`src/rtl/fsr_defines.svh`:
```
`ifndef FSR_DEFINES_SVH
`define FSR_DEFINES_SVH
// register byte offsets on the bus
`define FSR_OFS_PRIMARY    12'h000
`define FSR_OFS_SECONDARY  12'h004
`define FSR_OFS_CONFIG     12'h008
// primary status bit positions
`define FSR_P_BUCK_UVF     7
`define FSR_P_BUCK_UVW     6
`define FSR_P_BUCK_OCW     5
`define FSR_P_SUP_OVF      4
`define FSR_P_DRV_OVF      3
`define FSR_P_SUP_UVF      2
`define FSR_P_OT_F         1
`define FSR_P_OT_W         0
// secondary status bit positions
`define FSR_S_FIVE_UV      5
`define FSR_S_CFG_LOST     4
`define FSR_S_EXT_OC       3
`define FSR_S_GATE_UV      2
// config field positions
`define FSR_C_SC_DETECT    2
`define FSR_C_OC_SEL_HI    1
`define FSR_C_OC_SEL_LO    0
// reset values
`define FSR_RST_PRIMARY    8'h00
`define FSR_RST_SECONDARY  8'h10
`define FSR_RST_CONFIG     8'h00
`define FSR_RST_CFG_LOST   1'b1
// overcurrent thresholds in millivolts per select code
`define FSR_OC_MV_0        10'h0FA
`define FSR_OC_MV_1        10'h1F4
`define FSR_OC_MV_2        10'h2EE
`define FSR_OC_MV_3        10'h3E8
`define FSR_PSLVERR_UNMAP  1'b1
`endif

```
`src/rtl/fsr_pkg.sv`:
```
package fsr_pkg;
  typedef logic [7:0] fsr_byte_t;
  typedef logic [9:0] fsr_mv_t;
endpackage

```
`src/rtl/fsr_status_regs.sv`:
```
`timescale 1ns/1ps
`include "fsr_defines.svh"
module fsr_status_regs #(
  parameter bit HAS_DRV_OV_DETECT = 1'b1
) (
  input  wire logic        clk,
  input  wire logic        resetn,
  input  wire logic        psel,
  input  wire logic        penable,
  input  wire logic        pwrite,
  input  wire logic [11:0] paddr,
  input  wire logic [31:0] pwdata,
  input  wire logic [3:0]  pstrb,
  output logic      [31:0] prdata,
  output logic             pready,
  output logic             pslverr,
  input  wire logic        buck_below_80,
  input  wire logic        buck_below_90,
  input  wire logic        buck_in_over_2a,
  input  wire logic        supply_over_32v,
  input  wire logic        driver_supply_over_20v,
  input  wire logic        supply_below_5v5,
  input  wire logic        temp_over_160c,
  input  wire logic        temp_over_115c,
  input  wire logic        five_volt_below_4v,
  input  wire logic [9:0]  ext_fet_vds_mv,
  input  wire logic [2:0]  gate_out_below_8v,
  input  wire logic        config_message_rx,
  output logic      [1:0]  overcurrent_threshold_select,
  output logic             short_circuit_detect_setting,
  output logic             ext_oc_valid
);
  // synchroniser lanes: bit 0 carries the config strobe, bits 1 to 10 the monitors
  logic [10:0]        raw_lvl;
  logic [10:0]        sync1_ff;
  logic [10:0]        sync2_ff;
  logic [10:0]        sync3_ff;
  logic [10:0]        live_ff;

  // accepted level of each lane, named by what it reports
  wire                lvl_cfg_rx;
  wire                lvl_buck_uvf;
  wire                lvl_buck_uvw;
  wire                lvl_buck_ocw;
  wire                lvl_sup_ovf;
  wire                lvl_drv_ovf;
  wire                lvl_sup_uvf;
  wire                lvl_ot_f;
  wire                lvl_ot_w;
  wire                lvl_five_uv;
  wire                lvl_gate_uv;

  // config message edge detect and the flag it clears
  logic               cfg_rx_seen_ff;
  wire                cfg_rx_pulse;
  logic               cfg_lost_ff;

  // external transistor overcurrent compare
  fsr_pkg::fsr_mv_t   oc_limit_mv;
  wire                nxt_ext_oc;
  logic               ext_oc_ff;

  // status bytes and their next values
  fsr_pkg::fsr_byte_t primary_ff;
  fsr_pkg::fsr_byte_t secondary_ff;
  fsr_pkg::fsr_byte_t nxt_primary;
  fsr_pkg::fsr_byte_t nxt_secondary;

  // config byte and its write path
  fsr_pkg::fsr_byte_t cfg_ff;
  fsr_pkg::fsr_byte_t nxt_cfg;
  wire                cfg_wr_en;

  // bus phases and decode
  wire                setup_phase;
  wire                access;
  wire                hit_primary;
  wire                hit_secondary;
  wire                hit_config;
  wire                unmapped;
  wire  [31:0]        word_primary;
  wire  [31:0]        word_secondary;
  wire  [31:0]        word_config;
  wire  [31:0]        rd_mux;
  wire  [31:0]        nxt_prdata;
  wire                nxt_pslverr;

  // bus answer registers
  logic [31:0]        prdata_ff;
  logic               pslverr_ff;

  // monitor levels and the config strobe gathered into lanes;
  // a monitor change shows in its status bit five clocks later,
  // and a level shorter than about two clocks may never be seen,
  // which is acceptable for slow analog comparators
  assign raw_lvl[0]  = config_message_rx;
  assign raw_lvl[1]  = buck_below_80;
  assign raw_lvl[2]  = buck_below_90;
  assign raw_lvl[3]  = buck_in_over_2a;
  assign raw_lvl[4]  = supply_over_32v;
  assign raw_lvl[5]  = driver_supply_over_20v;
  assign raw_lvl[6]  = supply_below_5v5;
  assign raw_lvl[7]  = temp_over_160c;
  assign raw_lvl[8]  = temp_over_115c;
  assign raw_lvl[9]  = five_volt_below_4v;
  assign raw_lvl[10] = |gate_out_below_8v; // any high-side output low

  // three sync flops and an accepted-level flop per lane; a change is taken once stages two and three
  // agree, so one unsettled sample never reaches the status bytes;
  // only stage two reads stage one
  genvar g;
  generate
    for (g = 0; g < 11; g++) begin : g_sync
      always_ff @(posedge clk or negedge resetn) begin
        if (!resetn) begin
          sync1_ff[g] <= 1'b0;
          sync2_ff[g] <= 1'b0;
          sync3_ff[g] <= 1'b0;
          live_ff[g]  <= 1'b0;
        end else begin
          sync1_ff[g] <= raw_lvl[g];
          sync2_ff[g] <= sync1_ff[g];
          sync3_ff[g] <= sync2_ff[g];
          if (sync2_ff[g] == sync3_ff[g]) begin
            live_ff[g] <= sync3_ff[g];
          end
        end
      end
    end
  endgenerate

  // named views of the accepted levels
  assign lvl_cfg_rx   = live_ff[0];
  assign lvl_buck_uvf = live_ff[1];
  assign lvl_buck_uvw = live_ff[2];
  assign lvl_buck_ocw = live_ff[3];
  assign lvl_sup_ovf  = live_ff[4];
  assign lvl_drv_ovf  = live_ff[5];
  assign lvl_sup_uvf  = live_ff[6];
  assign lvl_ot_f     = live_ff[7];
  assign lvl_ot_w     = live_ff[8];
  assign lvl_five_uv  = live_ff[9];
  assign lvl_gate_uv  = live_ff[10];

  // previous strobe level; idle is low, so no false edge after reset
  always_ff @(posedge clk or negedge resetn) begin
    if (!resetn) begin
      cfg_rx_seen_ff <= 1'b0;
    end else begin
      cfg_rx_seen_ff <= lvl_cfg_rx;
    end
  end

  // one-cycle pulse on the rising edge of the accepted strobe
  assign cfg_rx_pulse = lvl_cfg_rx & ~cfg_rx_seen_ff;

  // config lost: set by any reset, cleared only by a config message;
  // the set side is the reset itself, so no set and clear race exists
  always_ff @(posedge clk or negedge resetn) begin
    if (!resetn) begin
      cfg_lost_ff <= `FSR_RST_CFG_LOST;
    end else if (cfg_rx_pulse) begin
      cfg_lost_ff <= 1'b0;
    end
  end

  // threshold per select code
  always_comb begin
    case (cfg_ff[`FSR_C_OC_SEL_HI:`FSR_C_OC_SEL_LO])
      2'h0:    oc_limit_mv = `FSR_OC_MV_0;
      2'h1:    oc_limit_mv = `FSR_OC_MV_1;
      2'h2:    oc_limit_mv = `FSR_OC_MV_2;
      default: oc_limit_mv = `FSR_OC_MV_3;
    endcase
  end

  // strictly above the limit counts; equal reads as below;
  // the measurement is already on this clock, so it skips the lanes
  assign nxt_ext_oc = ext_fet_vds_mv > oc_limit_mv;

  // compare registered once before it enters the status byte
  always_ff @(posedge clk or negedge resetn) begin
    if (!resetn) begin
      ext_oc_ff <= 1'b0;
    end else begin
      ext_oc_ff <= nxt_ext_oc;
    end
  end

  // primary byte follows the accepted levels;
  // bit three is forced low on the variant without the driver detector
  always_comb begin
    nxt_primary                  = 8'h00;
    nxt_primary[`FSR_P_BUCK_UVF] = lvl_buck_uvf;
    nxt_primary[`FSR_P_BUCK_UVW] = lvl_buck_uvw;
    nxt_primary[`FSR_P_BUCK_OCW] = lvl_buck_ocw;
    nxt_primary[`FSR_P_SUP_OVF]  = lvl_sup_ovf;
    nxt_primary[`FSR_P_DRV_OVF]  = lvl_drv_ovf & HAS_DRV_OV_DETECT;
    nxt_primary[`FSR_P_SUP_UVF]  = lvl_sup_uvf;
    nxt_primary[`FSR_P_OT_F]     = lvl_ot_f;
    nxt_primary[`FSR_P_OT_W]     = lvl_ot_w;
  end

  // secondary byte; unused positions stay zero,
  // the config lost bit comes from its own flag
  always_comb begin
    nxt_secondary                  = 8'h00;
    nxt_secondary[`FSR_S_FIVE_UV]  = lvl_five_uv;
    nxt_secondary[`FSR_S_CFG_LOST] = cfg_lost_ff;
    nxt_secondary[`FSR_S_EXT_OC]   = ext_oc_ff;
    nxt_secondary[`FSR_S_GATE_UV]  = lvl_gate_uv;
  end

  // status registers; reads never disturb them
  always_ff @(posedge clk or negedge resetn) begin
    if (!resetn) begin
      primary_ff   <= `FSR_RST_PRIMARY;
      secondary_ff <= `FSR_RST_SECONDARY;
    end else begin
      primary_ff   <= nxt_primary;
      secondary_ff <= nxt_secondary;
    end
  end

  // bus phases and address decode;
  // full compare, so aliases of a register read as unmapped
  assign setup_phase   = psel & ~penable;
  assign access        = psel & penable;
  assign hit_primary   = paddr == `FSR_OFS_PRIMARY;
  assign hit_secondary = paddr == `FSR_OFS_SECONDARY;
  assign hit_config    = paddr == `FSR_OFS_CONFIG;
  assign unmapped      = ~(hit_primary | hit_secondary | hit_config);

  // register words; upper bytes read zero
  assign word_primary   = {24'h000000, primary_ff};
  assign word_secondary = {24'h000000, secondary_ff};
  assign word_config    = {24'h000000, cfg_ff};

  // read selection; unmapped offsets read zero
  assign rd_mux = hit_primary   ? word_primary :
                  hit_secondary ? word_secondary :
                  hit_config    ? word_config : 32'h00000000;

  // only the config offset takes writes; status writes are dropped,
  // and byte lane zero alone gates the config byte
  assign cfg_wr_en = access & pready & pwrite & hit_config & pstrb[0]; // status offsets not writable
  assign nxt_cfg   = {5'h00, pwdata[`FSR_C_SC_DETECT:`FSR_C_OC_SEL_LO]};

  // config register
  always_ff @(posedge clk or negedge resetn) begin
    if (!resetn) begin
      cfg_ff <= `FSR_RST_CONFIG;
    end else if (cfg_wr_en) begin
      cfg_ff <= nxt_cfg;
    end
  end

  // answer chosen in the setup cycle so it stands through the access phase;
  // writes capture zero so a stale word never shows
  assign nxt_prdata  = pwrite ? 32'h00000000 : rd_mux;
  assign nxt_pslverr = unmapped ? `FSR_PSLVERR_UNMAP : 1'b0;

  // read data and error registers
  always_ff @(posedge clk or negedge resetn) begin
    if (!resetn) begin
      prdata_ff  <= 32'h00000000;
      pslverr_ff <= 1'b0;
    end else if (setup_phase) begin
      prdata_ff  <= nxt_prdata;
      pslverr_ff <= nxt_pslverr;
    end
  end

  // zero wait states: every transfer answers in its first access cycle
  assign pready = 1'b1;

  // data from flops, error only shown in the access phase
  assign prdata  = prdata_ff;
  assign pslverr = access & pslverr_ff;

  // config fields seen by the monitors and the host
  assign overcurrent_threshold_select = cfg_ff[`FSR_C_OC_SEL_HI:`FSR_C_OC_SEL_LO];
  assign short_circuit_detect_setting = cfg_ff[`FSR_C_SC_DETECT];

  // host must ignore the ext overcurrent flag while this is low
  assign ext_oc_valid = cfg_ff[`FSR_C_SC_DETECT];
endmodule

```
`config.mk`:
```
export PLATFORM = sky130hd
export DESIGN_NAME = fsr_status_regs
export DESIGN_NICKNAME = d
export VERILOG_FILES = /design/src/rtl/fsr_pkg.sv /design/src/rtl/fsr_status_regs.sv
export VERILOG_INCLUDE_DIRS = /design/src /design/src/rtl
export SDC_FILE = /design/constraint.sdc
export NUM_CORES = 1
export LEC_CHECK = 0
export BUFFER_PORTS_ARGS = -buffer_cell sky130_fd_sc_hd__buf_2
export CORE_ASPECT_RATIO = 0.6
export CORE_MARGIN = 1
export CORE_UTILIZATION = 25
export DETAILED_ROUTE_END_ITERATION = 7
export PLACE_DENSITY = 0.53
export SYNTH_ARGS = -nofsm -noshare
export SYNTH_HDL_FRONTEND = slang
export SYNTH_SLANG_ARGS = --single-unit
```
`constraint.sdc`:
```
create_clock -name clk -period 1.5 [get_ports clk]
set_input_delay 0.3 -clock clk [delete_from_list [all_inputs] [get_ports clk]]
set_output_delay 0.3 -clock clk [all_outputs]
set_load 0.01 [all_outputs]
```
==> results of run 1 <==
## registers in the layout (all words and copies together), names as in the netlist, 3 cells and up
name          cells
cfg_ff            3
prdata            8
primary_ff        8
secondary_ff      4
sync1_ff         11
sync2_ff         11
sync3_ff         11
## synth_stat cells, types with 4 or more instances
cell,instances,area (sq um)
nand2_1,7,26.28
dfrtp_1,69,1727
ha_1,11,137.6
maj3_1,11,110.1
mux2i_1,6,60.06
o21ai_0,8,40.04
inv_1,6,22.52
buf_4,27,202.7
nor2_1,4,15.01
## metrics by stage
| stage | worst slack (ns) | std cells |
|---|---|---|
| after global routing | -0.3987 | 421 |
| after detailed placement | -0.3579 | 399 |
| after CTS | -0.2268 | 417 |
| after global placement | -0.4226 | 399 |
| after floorplan | -0.1510 | 215 |
| final | -0.3260 | 421 |
## worst max path at each step
stage / startpoint / endpoint / slack (ns)
6_report: cfg_ff[1]$_DFFE_PN0P_ / ext_oc_ff$_DFF_PN0_ / -0.33
5_1_grt: cfg_ff[1]$_DFFE_PN0P_ / ext_oc_ff$_DFF_PN0_ / -0.40
4_1_cts: cfg_ff[0]$_DFFE_PN0P_ / ext_oc_ff$_DFF_PN0_ / -0.23
3_5_place_dp: paddr[1] / cfg_ff[0]$_DFFE_PN0P_ / -0.36
3_3_place_gp: cfg_ff[1]$_DFFE_PN0P_ / ext_oc_ff$_DFF_PN0_ / -0.42
2_1_floorplan: paddr[1] / cfg_ff[0]$_DFFE_PN0P_ / -0.15
## repair_timing
item                       CTS  global route
hold buffers                 1             0
pin swaps                    4            10
gates resized for setup      2            15
setup endpoints to repair    1             4
setup buffers                1             4
hold endpoints to repair    32             0
## per-layer routing
layer  routed length, microns  global-route usage [%]
met4                       50                   4.111
met3                      403                   5.311
met2                     2102                   13.65
met1                     2410                   13.00
met5                        0                       0
## power groups by stage
stage                     registers, uW  logic [uW]  clock network (uW)
final                              2060         265                2240
after floorplan                    2080         157                   0
after detailed placement           2100         253                   0
after CTS                          2060         260                2310
after global placement             2090         247                   0
after global routing               2070         306                2420
## cell families (layout without fill, tap and decap cells)
kind of cell,count (synthesis),after routing
AO/OA/AOI/OAI,18,18
AND/OR/NAND/NOR,35,35
multiplexers,9,9
other,2,25
buffers and inverters,35,102
flip-flops,71,71
adder cells (fa/ha/maj),22,22
## area by class of cell
class | instances | share of cell area, %
clock buffer | 9 | 6.148
sequential | 71 | 48.63
clock inverter | 7 | 2.664
timing repair buffer | 80 | 14.00
tap | 139 | 4.747
multi-input combinational | 109 | 23.19
inverter | 6 | 0.6148
==> flow_summary.ini, run 1 <==
[yosys]
synth_compound_area_share_pct = 4.067
synthArstFlopShare_pct = 100.0
synth-simple-area-share_pct = 8.457
synth_edf_count = 0
ys_types = 36
synthXorXnorAreaFrac_pct = 0
syn_inst = 192
ys.flop_type = dfrtp_1
muxShareOfSynthArea_pct = 3.466
synth.yosys.seq_area_share_pct = 65.71
syn_area_sq_um = 2708
synth_top_family_by_area = adder cells
ys_seq_elements = 71
synth.avg_cell_area_sq_um = 14.10
synth_adder_area_share_pct = 9.150
ys_warn_count = 0

[cells_and_area]
drive_gt1_share_pct = 41.13
area_growth_pct = 35.30
ff_latch_area_sq_um = 1782
final_area_sq_um = 3664
final_common_cell = dfrtp_1
final_util_pct = 34.70
finalNetCount = 364
n_antenna_cell = 0
n_fill_cell = 1030
layout_common_cells = 67 x dfrtp_1, 52 x buf_2, 25 x conb_1
multi_input_area_sq_um = 849.6

[setup_path]
reg2reg_from = cfg_ff[1]$_DFFE_PN0P_
crit_required_ns = 1.68
worstSetupPathType = flip-flop to flip-flop
critPathTopFamily = adder cells
crit_path_end_kind = flip-flop
cp_max_fo = 5
cpPeakStageDelay_ns = 0.44
cp.depth = 7
worst_path_max_delay_cell = dfrtp_2
r2r_cells = 7
crit_chain = inv_2, ha_2, o21bai_1, ha_1, nand4_1, nor4b_2, a311oi_2
arrival_ns = 2.01
rrSetupSlack_ns = -0.33
worstSetupStartpointType = flip-flop
timing.rr.end = ext_oc_ff$_DFF_PN0_
cp_num_buf_inv = 1

[worst_hold_path]
whs_endpoint = sync1_ff[9]$_DFF_PN0_
hold_path_depth = 1
hold_path.class = input pin to flip-flop
hold_start = five_volt_below_4v

[timing]
finalSetupViolations = 2
maxSlewViolCount = 0
hold_violations = 0
max_freq_ghz = 0.5476
rsz0062_at_grt = true
fin_setup_tns_ns = -0.3261
worst_slack_ns = -0.3260
whs_ns = 0.07190
post-route-period-util_pct = 121.7
finClkSkew_ns = 0.003636
period_minus_slack_ns = 1.826

[route]
postRouteAntennaNets = 0
wl_mm = 4.966
drcViolationCount = 0
vias = 1638
dr.pass1.iters = 4
vias_per_cell = 3.891
drtIter0Drc = 55
wl_per_cell_microns = 11.80

[global_route]
antenna_found_initial = 0
grt_pass1_wl_mm = 7.955
grt_overflow = 0
grt.total_usage_pct = 9.988
grt_max_degree = 37
grt_pass1_vias = 1566

[power]
p_int_uw = 3600
p_clk_share_pct = 49.0
peakVddDrop_v = 0.0006584
seqPwrFrac_pct = 45.1
p_per_area_nw_per_um2 = 1246
p_sw_uw = 964.4
p_comb_share_pct = 5.8
leakagePower_uw = 0.001701
total_power_uw = 4565
p_sw_share_pct = 21.13

[clock_network]
cts_buffers = 9
cts.clk_slew.worst_paths_ns = 0.06
cts_sinks = 71
cts-htree-levels = 3
clockBufferDepth = 2
clk_latency_ns = 0.33
root_buffer = clkbuf_16
cts_tree = built

[floorplanning]
io_pins = 114
rows = 29
die_h_microns = 82.61
start_util_pct = 25.64
coreArea_sq_um = 10560
die_w_microns = 136.4
die_area_sq_um = 11260

[job]
max-cap-violations = 0

[place]
io_buffers = 56
gp_congestion = 0.7477
dpl_cell_area_sq_um = 3208
hpwlAfterDp_mm = 3.658

[status]
outcome = complete, but fails checks
violations = negative setup slack
Power figures use the tool's default switching activity.
==> run 2, diff against run 1 <==
--- a/config.mk
+++ b/config.mk
@@ -6,12 +6,13 @@
 export SDC_FILE = /design/constraint.sdc
 export NUM_CORES = 1
 export LEC_CHECK = 0
-export BUFFER_PORTS_ARGS = -buffer_cell sky130_fd_sc_hd__buf_2
 export CORE_ASPECT_RATIO = 0.6
 export CORE_MARGIN = 1
 export CORE_UTILIZATION = 25
 export DETAILED_ROUTE_END_ITERATION = 7
-export PLACE_DENSITY = 0.53
+export DONT_BUFFER_PORTS = 1
+export GPL_TIMING_DRIVEN = 0
+export PLACE_DENSITY = 0.44
 export SYNTH_ARGS = -nofsm -noshare
 export SYNTH_HDL_FRONTEND = slang
 export SYNTH_SLANG_ARGS = --single-unit
==> run 2 against run 1 <==
  * The flow finishes with violations (negative hold slack, negative setup slack)
  * Clock power down 5%
  * Die area unchanged
  * Sequential share of layout area up 2.9 points
  * Cell count down 9.3%
  * Final area down 5.7%
  * Total power down 3.7%
  * Count of clock-buffer cells in the layout up 4
  * Hold slack worse by 0.40 ns
  * Critical endpoint unchanged
  * Highest routed layer unchanged
==> flow_summary.ini, run 2 (same netlist as run 1, synthesis figures left out) <==
[timing]
worst_slack_ns = -0.2634
period_minus_slack_ns = 1.763
rsz0062_at_grt = true
whs_ns = -0.3294
max_freq_ghz = 0.5671
max_slew_margin_pct = 64.93
finalSetupViolations = 1
maxSlewViolCount = 0
worstMarginPinSlew_ns = 0.5212
post-route-period-util_pct = 117.6
finClkSkew_ns = 0.002254
hold_violations = 71

[setup_path]
r2r_cells = 7
cp_max_fo = 6
rrSetupSlack_ns = -0.26
timing.rr.end = ext_oc_ff$_DFF_PN0_
crit_required_ns = 1.72
worstSetupStartpointType = flip-flop
reg2reg_from = cfg_ff[1]$_DFFE_PN0P_
crit_start = cfg_ff[1]$_DFFE_PN0P_
crit_path_end_kind = flip-flop
worstSetupPathType = flip-flop to flip-flop
arrival_ns = 1.98

[power]
peakVddDrop_v = 0.0006874
leakagePower_uw = 0.001533
p_per_area_nw_per_um2 = 1272

[global_route]
grt_pass1_wl_mm = 7.176
grt_pass1_vias = 1369
grt_max_degree = 72
grt_overflow = 0
antenna_found_initial = 0
grt.total_usage_pct = 9.025

[clock_network]
cts_sinks = 71
cts-htree-levels = 3
cts.clk_slew.worst_paths_ns = 0.05
root_buffer = clkbuf_16
cts-hold-fix-buffers = 10
cts_buffers = 9
clockBufferDepth = 2
clk_latency_ns = 0.32
cts_tree = built

[cells_and_area]
drive_gt1_share_pct = 26.34
area_growth_pct = 27.59
finalNetCount = 325
top_regs = sync1_ff: 11 flops, sync2_ff: 11 flops, sync3_ff: 11 flops
n_antenna_cell = 0
final_common_cell = dfrtp_1
layout_common_cells = 67 x dfrtp_1, 29 x buf_4, 25 x conb_1
final_area_sq_um = 3455

[place]
io_buffers = 0
hpwlAfterDp_mm = 3.103
gp_congestion = 0.6732
pre_cts_ws_ns = -0.4059
dpl_cell_area_sq_um = 2983

[floorplanning]
coreArea_sq_um = 10560
io_pins = 114
die_h_microns = 82.61
die_w_microns = 136.4
start_util_pct = 25.64
die_area_sq_um = 11260
rows = 29

[route]
drtIter0Drc = 71
wl_per_cell_microns = 11.71
vias_per_cell = 3.796
wl_mm = 4.475
drcViolationCount = 0
vias = 1450
dr.pass1.iters = 4
postRouteAntennaNets = 0

[job]
max-cap-violations = 0

[status]
violations = negative hold slack, negative setup slack
outcome = complete, but fails checks

[worst_hold_path]
hold_path.class = input pin to async pin
==> run 2: cell count changes in the layout (fill, tap and decap cells not counted), sizes merged <==
cell / before / now
clkinvlp: 2 / 0
dlygate4sd3: 1 / 10
clkinv: 3 / 2
buf: 79 / 30
bufinv: 2 / 1
clkbuf: 9 / 14
==> run 2: timing repair <==
action / 4_1_cts / 5_1_grt
resized for setup: 7 / 1
endpoints found under the setup margin: 1 / 1
buffers inserted: 2 / 0
cloned: 0 / 0
endpoints found under the hold margin: 81 / 71
pin swaps: 5 / 0
==> run 2: area by class of cell <==
class,count,area [sq um]
timing repair buffer,12,115.1
clock inverter,3,40.04
tap,139,173.9
fill,1052,7104
inverter,6,25.02
buffer,29,217.7
sequential,71,1782
clock buffer,13,270.3
multi-input combinational,109,830.8
==> run 2: report_power, final <==
group          leakage (uW)  switching (uW)  internal, uW
Clock              0.000156             716          1420
Combinational      0.000544            83.6           116
Sequential         0.000834            42.0          2020
Total               0.00153             841          3550
==> run 2: per-stage QoR <==
stage          hold WS (ns)  setup TNS, ns  instances  utilization, %  power [uW]
6_report            -0.3294        -0.2634        382           32.72        4394
5_1_grt             -0.3532        -0.3779        382           32.72        4602
4_1_cts             -0.3481        -0.2899        382           32.60        4474
3_5_place_dp       0.006594         -1.111        354           28.25        2272
3_3_place_gp       0.006597         -1.076        354           28.25        2268
2_1_floorplan      0.004409        -0.5734        215               -        2240
==> run 2: per-layer routing <==
metal | up-vias | wire [microns] | GRT usage [%]
met5 | - | 0 | 0
met4 | 0 | 22 | 3.556
met3 | 4 | 425 | 5.433
li1 | 704 | - | -
met1 | 688 | 2225 | 11.72
met2 | 54 | 1801 | 11.93
==> run 2: worst max-delay path by stage <==
| stage | end | slack (ns) | cells past startpoint |
|---|---|---|---|
| final | ext_oc_ff$_DFF_PN0_ | -0.26 | 7 |
| after global routing | ext_oc_ff$_DFF_PN0_ | -0.38 | 7 |
| after CTS | ext_oc_ff$_DFF_PN0_ | -0.29 | 7 |
| after detailed placement | ext_oc_ff$_DFF_PN0_ | -0.41 | 7 |
| after global placement | ext_oc_ff$_DFF_PN0_ | -0.39 | 7 |
| after floorplan | cfg_ff[0]$_DFFE_PN0P_ | -0.15 | 3 |
==> run 2: worst max-delay path, stage by stage (launching register included) <==
cell and delay, ns:
dfrtp_2 0.47, inv_4 0.07, ha_4 0.26, inv_2 0.04, ha_4 0.25, nor2b_1 0.12, o211ai_1 0.13, a311oi_2 0.32
==> run 3, diff against run 2 <==
--- a/config.mk
+++ b/config.mk
@@ -6,13 +6,15 @@
 export SDC_FILE = /design/constraint.sdc
 export NUM_CORES = 1
 export LEC_CHECK = 0
+export CELL_PAD_IN_SITES_DETAIL_PLACEMENT = 0
+export CELL_PAD_IN_SITES_GLOBAL_PLACEMENT = 1
 export CORE_ASPECT_RATIO = 0.6
 export CORE_MARGIN = 1
 export CORE_UTILIZATION = 25
 export DETAILED_ROUTE_END_ITERATION = 7
 export DONT_BUFFER_PORTS = 1
 export GPL_TIMING_DRIVEN = 0
-export PLACE_DENSITY = 0.44
+export PLACE_DENSITY = 0.51
 export SYNTH_ARGS = -nofsm -noshare
 export SYNTH_HDL_FRONTEND = slang
 export SYNTH_SLANG_ARGS = --single-unit
==> run 3 against run 2 <==
  * The flow still finishes with violations (negative hold slack, negative setup slack)
  * Via count shrank 3.5%
  * Hold slack lost 0.0041 ns
  * Critical path depth is the same
  * Flip-flop and latch count is the same
  * Final area grew 0.94%
  * Core utilization grew 0.31 points
  * Clock power grew 19%
  * Critical path type unchanged
  * Largest cell class unchanged
==> flow_summary.ini, run 3 (same netlist as run 1, synthesis figures left out) <==
[global_route]
grt_overflow = 0
grt_max_degree = 72
grt_pass1_wl_mm = 7.465
antenna_found_initial = 0
grt_pass1_vias = 1445
grt.total_usage_pct = 9.274

[setup_path]
r2r_cells = 7
worstSetupStartpointType = flip-flop
cp_max_fo = 6
crit_required_ns = 1.71
crit_path_end_kind = flip-flop
worstSetupPathType = flip-flop to flip-flop
reg2reg_from = cfg_ff[1]$_DFFE_PN0P_
timing.rr.end = ext_oc_ff$_DFF_PN0_
arrival_ns = 1.97
rrSetupSlack_ns = -0.25

[clock_network]
cts_sinks = 71
cts-hold-fix-buffers = 10
cts_tree = built
cts_buffers = 9
clockBufferDepth = 2
cts-htree-levels = 3
clk_latency_ns = 0.32
root_buffer = clkbuf_16
cts.clk_slew.worst_paths_ns = 0.05

[status]
outcome = complete, but fails checks
violations = negative hold slack, negative setup slack

[cells_and_area]
multi_input_area_sq_um = 812.0
layout_common_cells = 67 x dfrtp_1, 29 x buf_4, 25 x conb_1
drive_gt1_share_pct = 25.51
n_antenna_cell = 0
top_regs = sync1_ff: 11 flops, sync2_ff: 11 flops, sync3_ff: 11 flops
area_growth_pct = 28.79
ff_latch_area_sq_um = 1782
final_util_pct = 33.03
final_area_sq_um = 3487
finalNetCount = 325
final_common_cell = dfrtp_1
n_fill_cell = 1043

[route]
vias = 1399
postRouteAntennaNets = 0
drcViolationCount = 0
drtIter0Drc = 63
vias_per_cell = 3.662
dr.pass1.iters = 6
wl_mm = 4.581
wl_per_cell_microns = 11.99

[place]
io_buffers = 0
gp_congestion = 0.7043
dpl_cell_area_sq_um = 2983
hpwlAfterDp_mm = 3.171
pre_cts_ws_ns = -0.3874

[floorplanning]
start_util_pct = 25.64
die_area_sq_um = 11260
die_w_microns = 136.4
die_h_microns = 82.61
rows = 29
io_pins = 114
coreArea_sq_um = 10560

[timing]
worst_slack_ns = -0.2529
hold_violations = 71
maxSlewViolCount = 0
finClkSkew_ns = 0.004514
max_freq_ghz = 0.5705
rsz0062_at_grt = true
whs_ns = -0.3335
worstMarginPinSlew_ns = 0.5970
post-route-period-util_pct = 116.9
finalSetupViolations = 1
period_minus_slack_ns = 1.753
max_slew_margin_pct = 59.83

[power]
total_power_uw = 4796
leakagePower_uw = 0.001550
peakVddDrop_v = 0.0006542
p_per_area_nw_per_um2 = 1375

[job]
max-cap-violations = 0

[worst_hold_path]
hold_path.class = input pin to async pin
==> run 3: cell count changes in the layout (fill, tap and decap cells not counted) <==
cell | before | now
a311oi_2 | 1 | 0
clkinv_2 | 2 | 1
bufinv_16 | 1 | 4
clkinvlp_4 | 0 | 1
clkbuf_8 | 3 | 0
ha_4 | 3 | 2
ha_1 | 7 | 8
a311oi_1 | 0 | 1
==> run 3: worst max-delay path: stages, from the launching register on <==
cell	delay, ns
dfrtp_2	0.48
inv_4	0.07
ha_4	0.26
inv_2	0.04
ha_4	0.25
nor2b_1	0.12
o211ai_1	0.11
a311oi_1	0.31
==> run 3: what timing repair did <==
action / 4_1_cts / 5_1_grt
resized for setup: 6 / 0
pin swaps: 4 / 2
buffers inserted: 2 / 0
setup endpoints to repair: 1 / 1
endpoints found under the hold margin: 81 / 71
==> run 3: cell type report <==
class / instances / share of cell area (%)
tap: 139 / 4.987
buffer: 29 / 6.243
multi-input combinational: 109 / 23.29
timing repair buffer: 12 / 3.301
clock buffer: 10 / 6.566
inverter: 6 / 0.7176
clock inverter: 6 / 3.803
sequential: 71 / 51.09
==> run 3: worst max-delay path by stage <==
stage                                       end  cells after the start             startpoint  slack, ns
after global routing        ext_oc_ff$_DFF_PN0_                      7  cfg_ff[1]$_DFFE_PN0P_      -0.40
after global placement      ext_oc_ff$_DFF_PN0_                      7  cfg_ff[1]$_DFFE_PN0P_      -0.38
after detailed placement    ext_oc_ff$_DFF_PN0_                      7  cfg_ff[1]$_DFFE_PN0P_      -0.39
after CTS                   ext_oc_ff$_DFF_PN0_                      6  cfg_ff[1]$_DFFE_PN0P_      -0.31
after floorplan           cfg_ff[0]$_DFFE_PN0P_                      3               paddr[1]      -0.15
final                       ext_oc_ff$_DFF_PN0_                      7  cfg_ff[1]$_DFFE_PN0P_      -0.25
==> run 3: where the power goes <==
part / switching [uW] / internal (uW) / leakage, uW / total (uW)
registers: 41.9 / 2020 / 0.000834 / 2060
logic: 83.0 / 114 / 0.000544 / 197
clock network: 748 / 1790 / 0.000173 / 2540
==> run 3: through the flow <==
step                      hold slack, ns  std cells  TNS, ns
final                            -0.3335        382  -0.2529
after global routing             -0.3537        382  -0.3953
after CTS                        -0.3447        382  -0.3147
after detailed placement        0.006158        354   -1.170
after global placement          0.006268        354  -0.9986
after floorplan                 0.004409        215  -0.5734
==> run 3: metal layers <==
metal	wire length, microns	vias up	global-route usage, %
met2	1876	49	12.94
met1	2277	640	12.00
li1	-	702	-
met4	69	0	4.333
met3	358	8	4.457
met5	0	-	0
